### config.mk
export PLATFORM = sky130hd
export DESIGN_NAME = port_phy_tune_link_status_regs
export DESIGN_NICKNAME = d
export VERILOG_FILES = /design/src/rtl/port_phy_tune_pkg.sv /design/src/rtl/port_phy_tune_link_status_regs.sv
export VERILOG_INCLUDE_DIRS = /design/src /design/src/rtl
export SDC_FILE = /design/constraint.sdc
export NUM_CORES = 1
export LEC_CHECK = 0
export ABC_AREA = 1
export BUFFER_PORTS_ARGS = -buffer_cell sky130_fd_sc_hd__buf_2
export CORE_ASPECT_RATIO = 0.5
export CORE_UTILIZATION = 55
export DETAILED_ROUTE_END_ITERATION = 10
export MAX_ROUTING_LAYER = met4
export PLACE_DENSITY = 0.81
export RECOVER_POWER = 50
export SETUP_SLACK_MARGIN = 0.3
export SLEW_MARGIN = 5
export SYNTH_ARGS = -nofsm -noshare
export SYNTH_HDL_FRONTEND = slang
export SYNTH_SLANG_ARGS = --single-unit
### constraint.sdc
create_clock -name core_clk -period 3.7 [get_ports core_clk]
set_clock_uncertainty 0.1 [all_clocks]
set_input_delay 0.185 -clock core_clk [delete_from_list [all_inputs] [get_ports core_clk]]
set_output_delay 0.185 -clock core_clk [all_outputs]
set_load 0.01 [all_outputs]
### src/rtl/port_phy_tune_defs.svh
// register offsets, field positions, reset values and codes of the port tuning bank
// Function
// - squelch code 000 is the 100 mV trip point and codes 001 to 101 lower it in 12.5 mV steps.
// - squelch code 110 raises the trip point by 25 mV and code 111 raises it by 12.5 mV.
// - drive code 000 is nominal current, 001 is 5 percent less and 010 is 10 percent more.
// - drive code 011 is 5 percent more, 100 is 20 percent more and 101 is 15 percent more.
// - drive code 110 is 30 percent more and 111 is 25 percent more.
// - port 1 link status at 0x65c0 shows state in bits 7:4, sub-state in 2:0, bit 3 reserved.
// - port 2 link status sits at 0x69c0 with the same read-only layout as port 1.
// - port 1 squelch register sits at 0x64cc, bits 7:3 read-only reserved, bits 2:0 writable.
// - port 2 drive register sits at 0x68ca with read-write bits 7:3, squelch register at 0x68cc.
// - port 3 drive register sits at 0x6cca and squelch register at 0x6ccc, same layouts.
// - link state codes 00h to 0bh are U0, U1, U2, U3, disabled, rx detect, inactive,
//   polling, recovery, hot reset, compliance and loopback.
`ifndef PORT_PHY_TUNE_DEFS_SVH
`define PORT_PHY_TUNE_DEFS_SVH

// register offsets
`define P1_DRIVE_OFS    16'h64ca
`define P1_SQUELCH_OFS  16'h64cc
`define P1_STATUS_OFS   16'h65c0
`define P2_DRIVE_OFS    16'h68ca
`define P2_SQUELCH_OFS  16'h68cc
`define P2_STATUS_OFS   16'h69c0
`define P3_DRIVE_OFS    16'h6cca
`define P3_SQUELCH_OFS  16'h6ccc
`define P3_STATUS_OFS   16'h6dc0

// field positions
`define TUNE_FIELD_MSB  2
`define STATE_FIELD_MSB 7
`define STATE_FIELD_LSB 4
`define SUB_FIELD_MSB   2

// reset values
`define DRIVE_RESET     8'h00
`define SQUELCH_RESET   3'h0
`define READ_IDLE       8'h00

// squelch trip points in tenths of a millivolt
`define TRIP_NOMINAL    11'h3e8
`define TRIP_STEP       11'h07d

// highest defined link state code
`define LINK_CODE_MAX   4'hb

`endif

### src/rtl/port_phy_tune_pkg.sv
// types shared by the port tuning and link status bank
package port_phy_tune_pkg;

  // link state codes as reported by the link state machine
  typedef enum logic [3:0] {
    LINK_U0          = 4'h0,
    LINK_U1          = 4'h1,
    LINK_U2          = 4'h2,
    LINK_U3          = 4'h3,
    LINK_DISABLED    = 4'h4,
    LINK_RX_DETECT   = 4'h5,
    LINK_INACTIVE    = 4'h6,
    LINK_POLLING     = 4'h7,
    LINK_RECOVERY    = 4'h8,
    LINK_HOT_RESET   = 4'h9,
    LINK_COMPLIANCE  = 4'ha,
    LINK_LOOPBACK    = 4'hb,
    LINK_UNDEFINED   = 4'hf
  } link_state_t;

  // kind of register an address hits
  typedef enum logic [1:0] {
    HIT_NONE    = 2'h0,
    HIT_DRIVE   = 2'h1,
    HIT_SQUELCH = 2'h3,
    HIT_STATUS  = 2'h2
  } reg_hit_t;

  // signed drive current change in percent
  typedef logic signed [5:0] drive_pct_t;

  // squelch trip point in tenths of a millivolt
  typedef logic [10:0] trip_t;

endpackage

### src/rtl/port_phy_tune_link_status_regs.sv
// per-port drive, squelch and link status registers for downstream ports 1 to 3
//
// Decided for this implementation: the plain strobed port.
`include "port_phy_tune_defs.svh"

module port_phy_tune_link_status_regs (
  input  wire logic                           core_clk,
  input  wire logic                           rst,
  // register port
  input  wire logic [15:0]                    regAddr,
  input  wire logic [7:0]                     regWrData,
  input  wire logic                           regWrite,
  input  wire logic                           regRead,
  output logic [7:0]                          regRdData,
  // live link state machine outputs
  input  wire logic [3:0]                     p1LinkState,
  input  wire logic [2:0]                     p1LinkSubState,
  input  wire logic [3:0]                     p2LinkState,
  input  wire logic [2:0]                     p2LinkSubState,
  input  wire logic [3:0]                     p3LinkState,
  input  wire logic [2:0]                     p3LinkSubState,
  // raw tuning codes to the analog front end
  output logic [2:0]                          p1DriveAdjust,
  output logic [2:0]                          p2DriveAdjust,
  output logic [2:0]                          p3DriveAdjust,
  output logic [2:0]                          p1SquelchAdjust,
  output logic [2:0]                          p2SquelchAdjust,
  output logic [2:0]                          p3SquelchAdjust,
  // decoded tuning values
  output port_phy_tune_pkg::drive_pct_t       p1DrivePercent,
  output port_phy_tune_pkg::drive_pct_t       p2DrivePercent,
  output port_phy_tune_pkg::drive_pct_t       p3DrivePercent,
  output port_phy_tune_pkg::trip_t            p1SquelchTrip,
  output port_phy_tune_pkg::trip_t            p2SquelchTrip,
  output port_phy_tune_pkg::trip_t            p3SquelchTrip,
  // decoded link states
  output port_phy_tune_pkg::link_state_t      p1LinkName,
  output port_phy_tune_pkg::link_state_t      p2LinkName,
  output port_phy_tune_pkg::link_state_t      p3LinkName,
  output logic                                p1LinkCodeValid,
  output logic                                p2LinkCodeValid,
  output logic                                p3LinkCodeValid
);

  // register storage, indexed by port number
  logic [7:0]                       driveReg       [1:3];
  logic [2:0]                       squelchReg     [1:3];
  logic [3:0]                       linkCode       [1:3];
  logic [2:0]                       linkSub        [1:3];
  port_phy_tune_pkg::drive_pct_t    drivePct       [1:3];
  port_phy_tune_pkg::trip_t         tripPoint      [1:3];
  port_phy_tune_pkg::link_state_t   linkName       [1:3];
  logic [3:1]                       linkValid;
  logic [7:0]                       next_regRdData;

  // offset of the drive register of a port
  function automatic logic [15:0] driveOfs(input int port);
    case (port)
      1:       driveOfs = `P1_DRIVE_OFS;
      2:       driveOfs = `P2_DRIVE_OFS;
      3:       driveOfs = `P3_DRIVE_OFS;
      default: driveOfs = 16'h0000;
    endcase
  endfunction

  // offset of the squelch register of a port
  function automatic logic [15:0] squelchOfs(input int port);
    case (port)
      1:       squelchOfs = `P1_SQUELCH_OFS;
      2:       squelchOfs = `P2_SQUELCH_OFS;
      3:       squelchOfs = `P3_SQUELCH_OFS;
      default: squelchOfs = 16'h0000;
    endcase
  endfunction

  // offset of the link status register of a port
  function automatic logic [15:0] statusOfs(input int port);
    case (port)
      1:       statusOfs = `P1_STATUS_OFS;
      2:       statusOfs = `P2_STATUS_OFS;
      3:       statusOfs = `P3_STATUS_OFS;
      default: statusOfs = 16'h0000;
    endcase
  endfunction

  // which register of a port an address selects
  function automatic port_phy_tune_pkg::reg_hit_t hitOf(input logic [15:0] addr,
                                                        input int          port);
    if (addr == driveOfs(port)) begin
      hitOf = port_phy_tune_pkg::HIT_DRIVE;
    end else if (addr == squelchOfs(port)) begin
      hitOf = port_phy_tune_pkg::HIT_SQUELCH;
    end else if (addr == statusOfs(port)) begin
      hitOf = port_phy_tune_pkg::HIT_STATUS;
    end else begin
      hitOf = port_phy_tune_pkg::HIT_NONE;
    end
  endfunction

  // drive code to percent change of output current
  function automatic port_phy_tune_pkg::drive_pct_t drivePctOf(input logic [2:0] code);
    unique case (code)
      3'h0: drivePctOf = 6'sd0;
      3'h1: drivePctOf = -6'sd5;
      3'h2: drivePctOf = 6'sd10;
      3'h3: drivePctOf = 6'sd5;
      3'h4: drivePctOf = 6'sd20;
      3'h5: drivePctOf = 6'sd15;
      3'h6: drivePctOf = 6'sd30;
      3'h7: drivePctOf = 6'sd25;
    endcase
  endfunction

  // squelch code to trip point in tenths of a millivolt
  function automatic port_phy_tune_pkg::trip_t tripOf(input logic [2:0] code);
    unique case (code)
      3'h6:    tripOf = 11'(`TRIP_NOMINAL + 2 * `TRIP_STEP);
      3'h7:    tripOf = 11'(`TRIP_NOMINAL + `TRIP_STEP);
      default: tripOf = 11'(`TRIP_NOMINAL - code * `TRIP_STEP);
    endcase
  endfunction

  // link code to named state, unknown codes flagged
  function automatic port_phy_tune_pkg::link_state_t linkNameOf(input logic [3:0] code);
    if (code <= `LINK_CODE_MAX) begin
      linkNameOf = port_phy_tune_pkg::link_state_t'(code);
    end else begin
      linkNameOf = port_phy_tune_pkg::LINK_UNDEFINED;
    end
  endfunction

  // gather the live link inputs per port
  assign linkCode[1] = p1LinkState;
  assign linkCode[2] = p2LinkState;
  assign linkCode[3] = p3LinkState;
  assign linkSub[1]  = p1LinkSubState;
  assign linkSub[2]  = p2LinkSubState;
  assign linkSub[3]  = p3LinkSubState;

  // drive registers, all eight bits writable
  always_ff @(posedge core_clk or posedge rst) begin
    if (rst) begin
      for (int p = 1; p <= 3; p++) begin
        driveReg[p] <= `DRIVE_RESET;
      end
    end else if (regWrite) begin
      for (int p = 1; p <= 3; p++) begin
        if (hitOf(regAddr, p) == port_phy_tune_pkg::HIT_DRIVE) begin
          driveReg[p] <= regWrData;
        end
      end
    end
  end

  // squelch registers, only the low field is stored
  always_ff @(posedge core_clk or posedge rst) begin
    if (rst) begin
      for (int p = 1; p <= 3; p++) begin
        squelchReg[p] <= `SQUELCH_RESET;
      end
    end else if (regWrite) begin
      for (int p = 1; p <= 3; p++) begin
        if (hitOf(regAddr, p) == port_phy_tune_pkg::HIT_SQUELCH) begin
          squelchReg[p] <= regWrData[`TUNE_FIELD_MSB:0];
        end
      end
    end
  end

  // read mux; status reads the live inputs, unmapped reads zero
  always_comb begin
    next_regRdData = `READ_IDLE;
    if (regRead) begin
      for (int p = 1; p <= 3; p++) begin
        unique case (hitOf(regAddr, p))
          port_phy_tune_pkg::HIT_DRIVE: begin
            next_regRdData = driveReg[p];
          end
          port_phy_tune_pkg::HIT_SQUELCH: begin
            next_regRdData = {5'h00, squelchReg[p]};
          end
          port_phy_tune_pkg::HIT_STATUS: begin
            next_regRdData = {linkCode[p], 1'b0, linkSub[p]};
          end
          port_phy_tune_pkg::HIT_NONE: begin
          end
        endcase
      end
    end
  end

  // read data stands for the one cycle after the strobe
  always_ff @(posedge core_clk or posedge rst) begin
    if (rst) begin
      regRdData <= `READ_IDLE;
    end else begin
      regRdData <= next_regRdData;
    end
  end

  // decoded tuning values, one cycle behind the codes
  always_ff @(posedge core_clk or posedge rst) begin
    if (rst) begin
      for (int p = 1; p <= 3; p++) begin
        drivePct[p]  <= 6'sd0;
        tripPoint[p] <= `TRIP_NOMINAL;
      end
    end else begin
      for (int p = 1; p <= 3; p++) begin
        drivePct[p]  <= drivePctOf(driveReg[p][`TUNE_FIELD_MSB:0]);
        tripPoint[p] <= tripOf(squelchReg[p]);
      end
    end
  end

  // decoded link states, one cycle behind the inputs
  always_ff @(posedge core_clk or posedge rst) begin
    if (rst) begin
      for (int p = 1; p <= 3; p++) begin
        linkName[p]  <= port_phy_tune_pkg::LINK_UNDEFINED;
        linkValid[p] <= 1'b0;
      end
    end else begin
      for (int p = 1; p <= 3; p++) begin
        linkName[p]  <= linkNameOf(linkCode[p]);
        linkValid[p] <= (linkCode[p] <= `LINK_CODE_MAX);
      end
    end
  end

  // raw codes straight from the registers
  assign p1DriveAdjust   = driveReg[1][`TUNE_FIELD_MSB:0];
  assign p2DriveAdjust   = driveReg[2][`TUNE_FIELD_MSB:0];
  assign p3DriveAdjust   = driveReg[3][`TUNE_FIELD_MSB:0];
  assign p1SquelchAdjust = squelchReg[1];
  assign p2SquelchAdjust = squelchReg[2];
  assign p3SquelchAdjust = squelchReg[3];

  // decoded values
  assign p1DrivePercent  = drivePct[1];
  assign p2DrivePercent  = drivePct[2];
  assign p3DrivePercent  = drivePct[3];
  assign p1SquelchTrip   = tripPoint[1];
  assign p2SquelchTrip   = tripPoint[2];
  assign p3SquelchTrip   = tripPoint[3];
  assign p1LinkName      = linkName[1];
  assign p2LinkName      = linkName[2];
  assign p3LinkName      = linkName[3];
  assign p1LinkCodeValid = linkValid[1];
  assign p2LinkCodeValid = linkValid[2];
  assign p3LinkCodeValid = linkValid[3];

endmodule

==> reports/metrics.cfg <==
[global_routing]
busiest_layer = met2
grt_max_degree = 58
use_met2 = 0.420
gr-usage-met1 = 0.331
globalRouteMet3Util = 0.0545
grt_overflow = 0
antenna_found_initial = 0
grtUsageTotal = 0.259
grt_pass1_wl_um = 22300
grt_pass1_vias = 4556

[placed_design]
placed_cell_area_um2 = 6810
numPortBuffers = 140
dp_hpwl_um = 9960
dp_slack_ps = 802
gp_routability_congestion = 0.867

[routing]
drt-initial-drc-count = 432
drc = 0
routed_wl_um = 13400
drt-vias-per-instance = 5.02
firstDrtPassIters = 5
ant_nets = 0
routedWlPerCell_um = 14.0
vias = 4807

[setup_path]
r2r_slack_ps = 760
cp-endpoint = p3SquelchTrip[8]
critPathBufInv = 2
path_class = reg2reg
critPathTopFamily = adder cells
end_kind = flop
crit_start = p3SquelchAdjust[1]
r2r-start = p3SquelchAdjust[1]
worst_ep_arrival_time_ps = 3130
reg2reg_depth = 15
max_stage_delay_ps = 530
critPathRequiredTime_ps = 3880
crit_top_cell = nand2_1
path_depth = 15
r2r-end = p3SquelchTrip[8]
crit_chain = inv_1, ha_1, fa_1, inv_1, ha_1, a21o_1, a21oi_1, o21ai_0, nand2_1, nand2_1, nand2_1, nand2_1, nand2_1, nand2_1, nor2_1
critPathMaxFanout = 9
critPathLaunchType = flop
critPathSlowestCell = dfrtp_1

[layout]
syn_to_final_growth_pct = 17.0
drive_gt1_frac = 0.202
n_antenna_cell = 0
fin_nets = 940
fillCellCount = 856
finish.instance_area_um2 = 7100
final_core_util = 0.678

[floorplanning]
core_area_um2 = 10500
dieArea_um2 = 11500
die_x_um = 151
ios = 141
die_h_um = 76.3
fp-row-count = 26
initial_core_util = 0.580

[sta]
drv_slew = 58
setup_viol = 0
fmax_mhz = 340
tns_ps = 0
max-slew-margin-rel = -0.584
fin_crit_ps = 2940
rsz0062_at_grt = false
hold_viol = 0
period_share = 0.796
tightest_slew_ps = 2360
timing.final.ws_setup_ps = 756

[power_and_ir_drop]
power_uw = 2180
power_leakage_uw = 0.00366
power.density_nw_per_um2 = 307
ir_worst_vdd_mv = 0.183

[synthesis]
synth_edf_count = 0
async_flop_share = 1.00
syn_area_per_cell_um2 = 9.06
synthCells = 670
synth_top_area_share = 0.317
synth_ff_type = dfrtp_1
synthTopCellsByArea = dfrtp_1 (32%), ha_1 (14%), dfstp_2 (13%), nand2_1 (9.7%), inv_1 (5.5%)
syn_area_um2 = 6070
ys_seq_elements = 106
synthesis.nets = 798
yosys.area.top_type = dfrtp_1
ys_types = 37
ys_warn_count = 0
yosysSeqAreaShare = 0.443

[cts]
clockBufferDepth = 2
cts_buffers = 9
root_buffer = clkbuf_16
cts_tree = yes
cts_max_level = 3
clkTransAtPathRegs_ps = 70
cts.sinks = 106
insertion_delay_ps = 350

[run_status]
violations = max-capacitance violations, max-slew violations
outcome = finished with violations

[run]
maxCapViolCount = 1

[worst_hold_path]
hold_class = in2reg

[per-layer routing]
| metal | up-vias | part of all wire |
|---|---|---|
| li1 | 2364 | - |
| met1 | 2253 | 0.43 |
| met2 | 172 | 0.49 |
| met3 | 18 | 0.069 |
| met4 | 0 | 0.014 |
| met5 | - | 0 |
[stage by stage]
step	instances	hold slack [ps]
2_1_floorplan	670	163
5_1_grt	957	31.1
3_3_place_gp	928	215
4_1_cts	957	25.3
6_report	957	28.8
3_5_place_dp	928	214
[worst reg2reg max path: cells and delay by family (launching register included)]
kind                       cells  cell delay (ps)
and+or+nand+nor                7              480
AOI/OAI and AO/OA              3              440
buffers and inverters          2              280
DFF                            1              530
adders and majority gates      3             1060
[flip-flops by register name, indices dropped and copies added, names as in the netlist]
name / cells
p3LinkName: 4
p2DriveAdjust: 3
regRdData: 8
driveReg: 15
p2SquelchTrip: 11
p1SquelchAdjust: 3
p2LinkName: 4
p3SquelchAdjust: 3
linkValid: 3
p3DriveAdjust: 3
p3SquelchTrip: 11
p1DriveAdjust: 3
p1SquelchTrip: 10
p2DrivePercent: 6
p2SquelchAdjust: 3
p1LinkName: 4
p3DrivePercent: 6
p1DrivePercent: 6
[kinds of logic (layout without fill, tap and decap cells)]
family | Yosys count | in the layout | share of synthesized area
AND/OR/NAND/NOR | 267 | 267 | 0.196
adder cells (fa/ha/maj) | 79 | 79 | 0.178
AO/OA/AOI/OAI | 90 | 90 | 0.0853
XOR/XNOR | 9 | 9 | 0.0130
flip-flops | 106 | 106 | 0.443
buffers and inverters | 119 | 266 | 0.0847
[report_power, final]
part | total [uW] | switching, uW | internal (uW)
sequential | 1180 | 3.35 | 1180
combinational | 115 | 72.9 | 42.2
clock | 890 | 399 | 490
total | 2180 | 476 | 1710
[layout make-up]
cell class	instances	area [um^2]	area share
Multi-Input combinational cell	445	2830	0.398
Inverter	95	363	0.0511
Timing Repair Buffer	155	773	0.109
Clock inverter	3	15.0	0.00211
Clock buffer	13	260	0.0366
Sequential cell	106	2690	0.378
Tap cell	140	175	0.0247
[what timing repair did]
item	4_1_cts	5_1_grt
hold buffers	13	0
gates resized for setup	0	0
setup buffers	0	0
hold endpoints to repair	49	0
setup endpoints to repair	0	0
[cell usage in the layout (no fill, tap or decap), types with 3 or more instances in the layout]
master / n
ha_1: 67
xor2_1: 9
nand4_1: 5
nand2_2: 6
dfstp_2: 29
inv_1: 88
nand3_1: 30
clkbuf_1: 60
nor2_4: 5
dlygate4sd3_1: 13
o21ai_0: 47
buf_2: 82
o21ai_2: 8
fa_1: 12
nand2_1: 160
a21oi_1: 15
or2_2: 4
dfrtp_1: 77
nand3_2: 3
clkbuf_16: 9
clkinvlp_2: 3
o21ai_1: 11
nor2_1: 45
nor2_2: 3
clkinv_2: 5
[how the worst min path moves through the flow]
stage	startpoint	to	slack [ps]	cells after the start
CTS	regWrData[3]	driveReg[19]	30	3
global route	regRead	regRdData[5]	30	3
finish	regWrData[3]	driveReg[19]	30	3
global placement	p3LinkState[2]	p3LinkName[2]	210	1
detailed placement	p3LinkState[2]	p3LinkName[2]	210	1
floorplan	p1LinkState[2]	p1LinkName[2]	160	1
[cell usage after synthesis (all sizes together) (2+ instances only)]
master   count
nand3       33
nor2        53
xor2         9
inv         92
buf         14
clkinv       3
ha          67
fa          12
o21ai       66
dfstp       29
nand4        5
o2111ai      2
dfrtp       77
or2          4
o31ai        2
nand2      168
nor3         2
a21oi       15
clkbuf      10
Power figures use the tool's default switching activity.
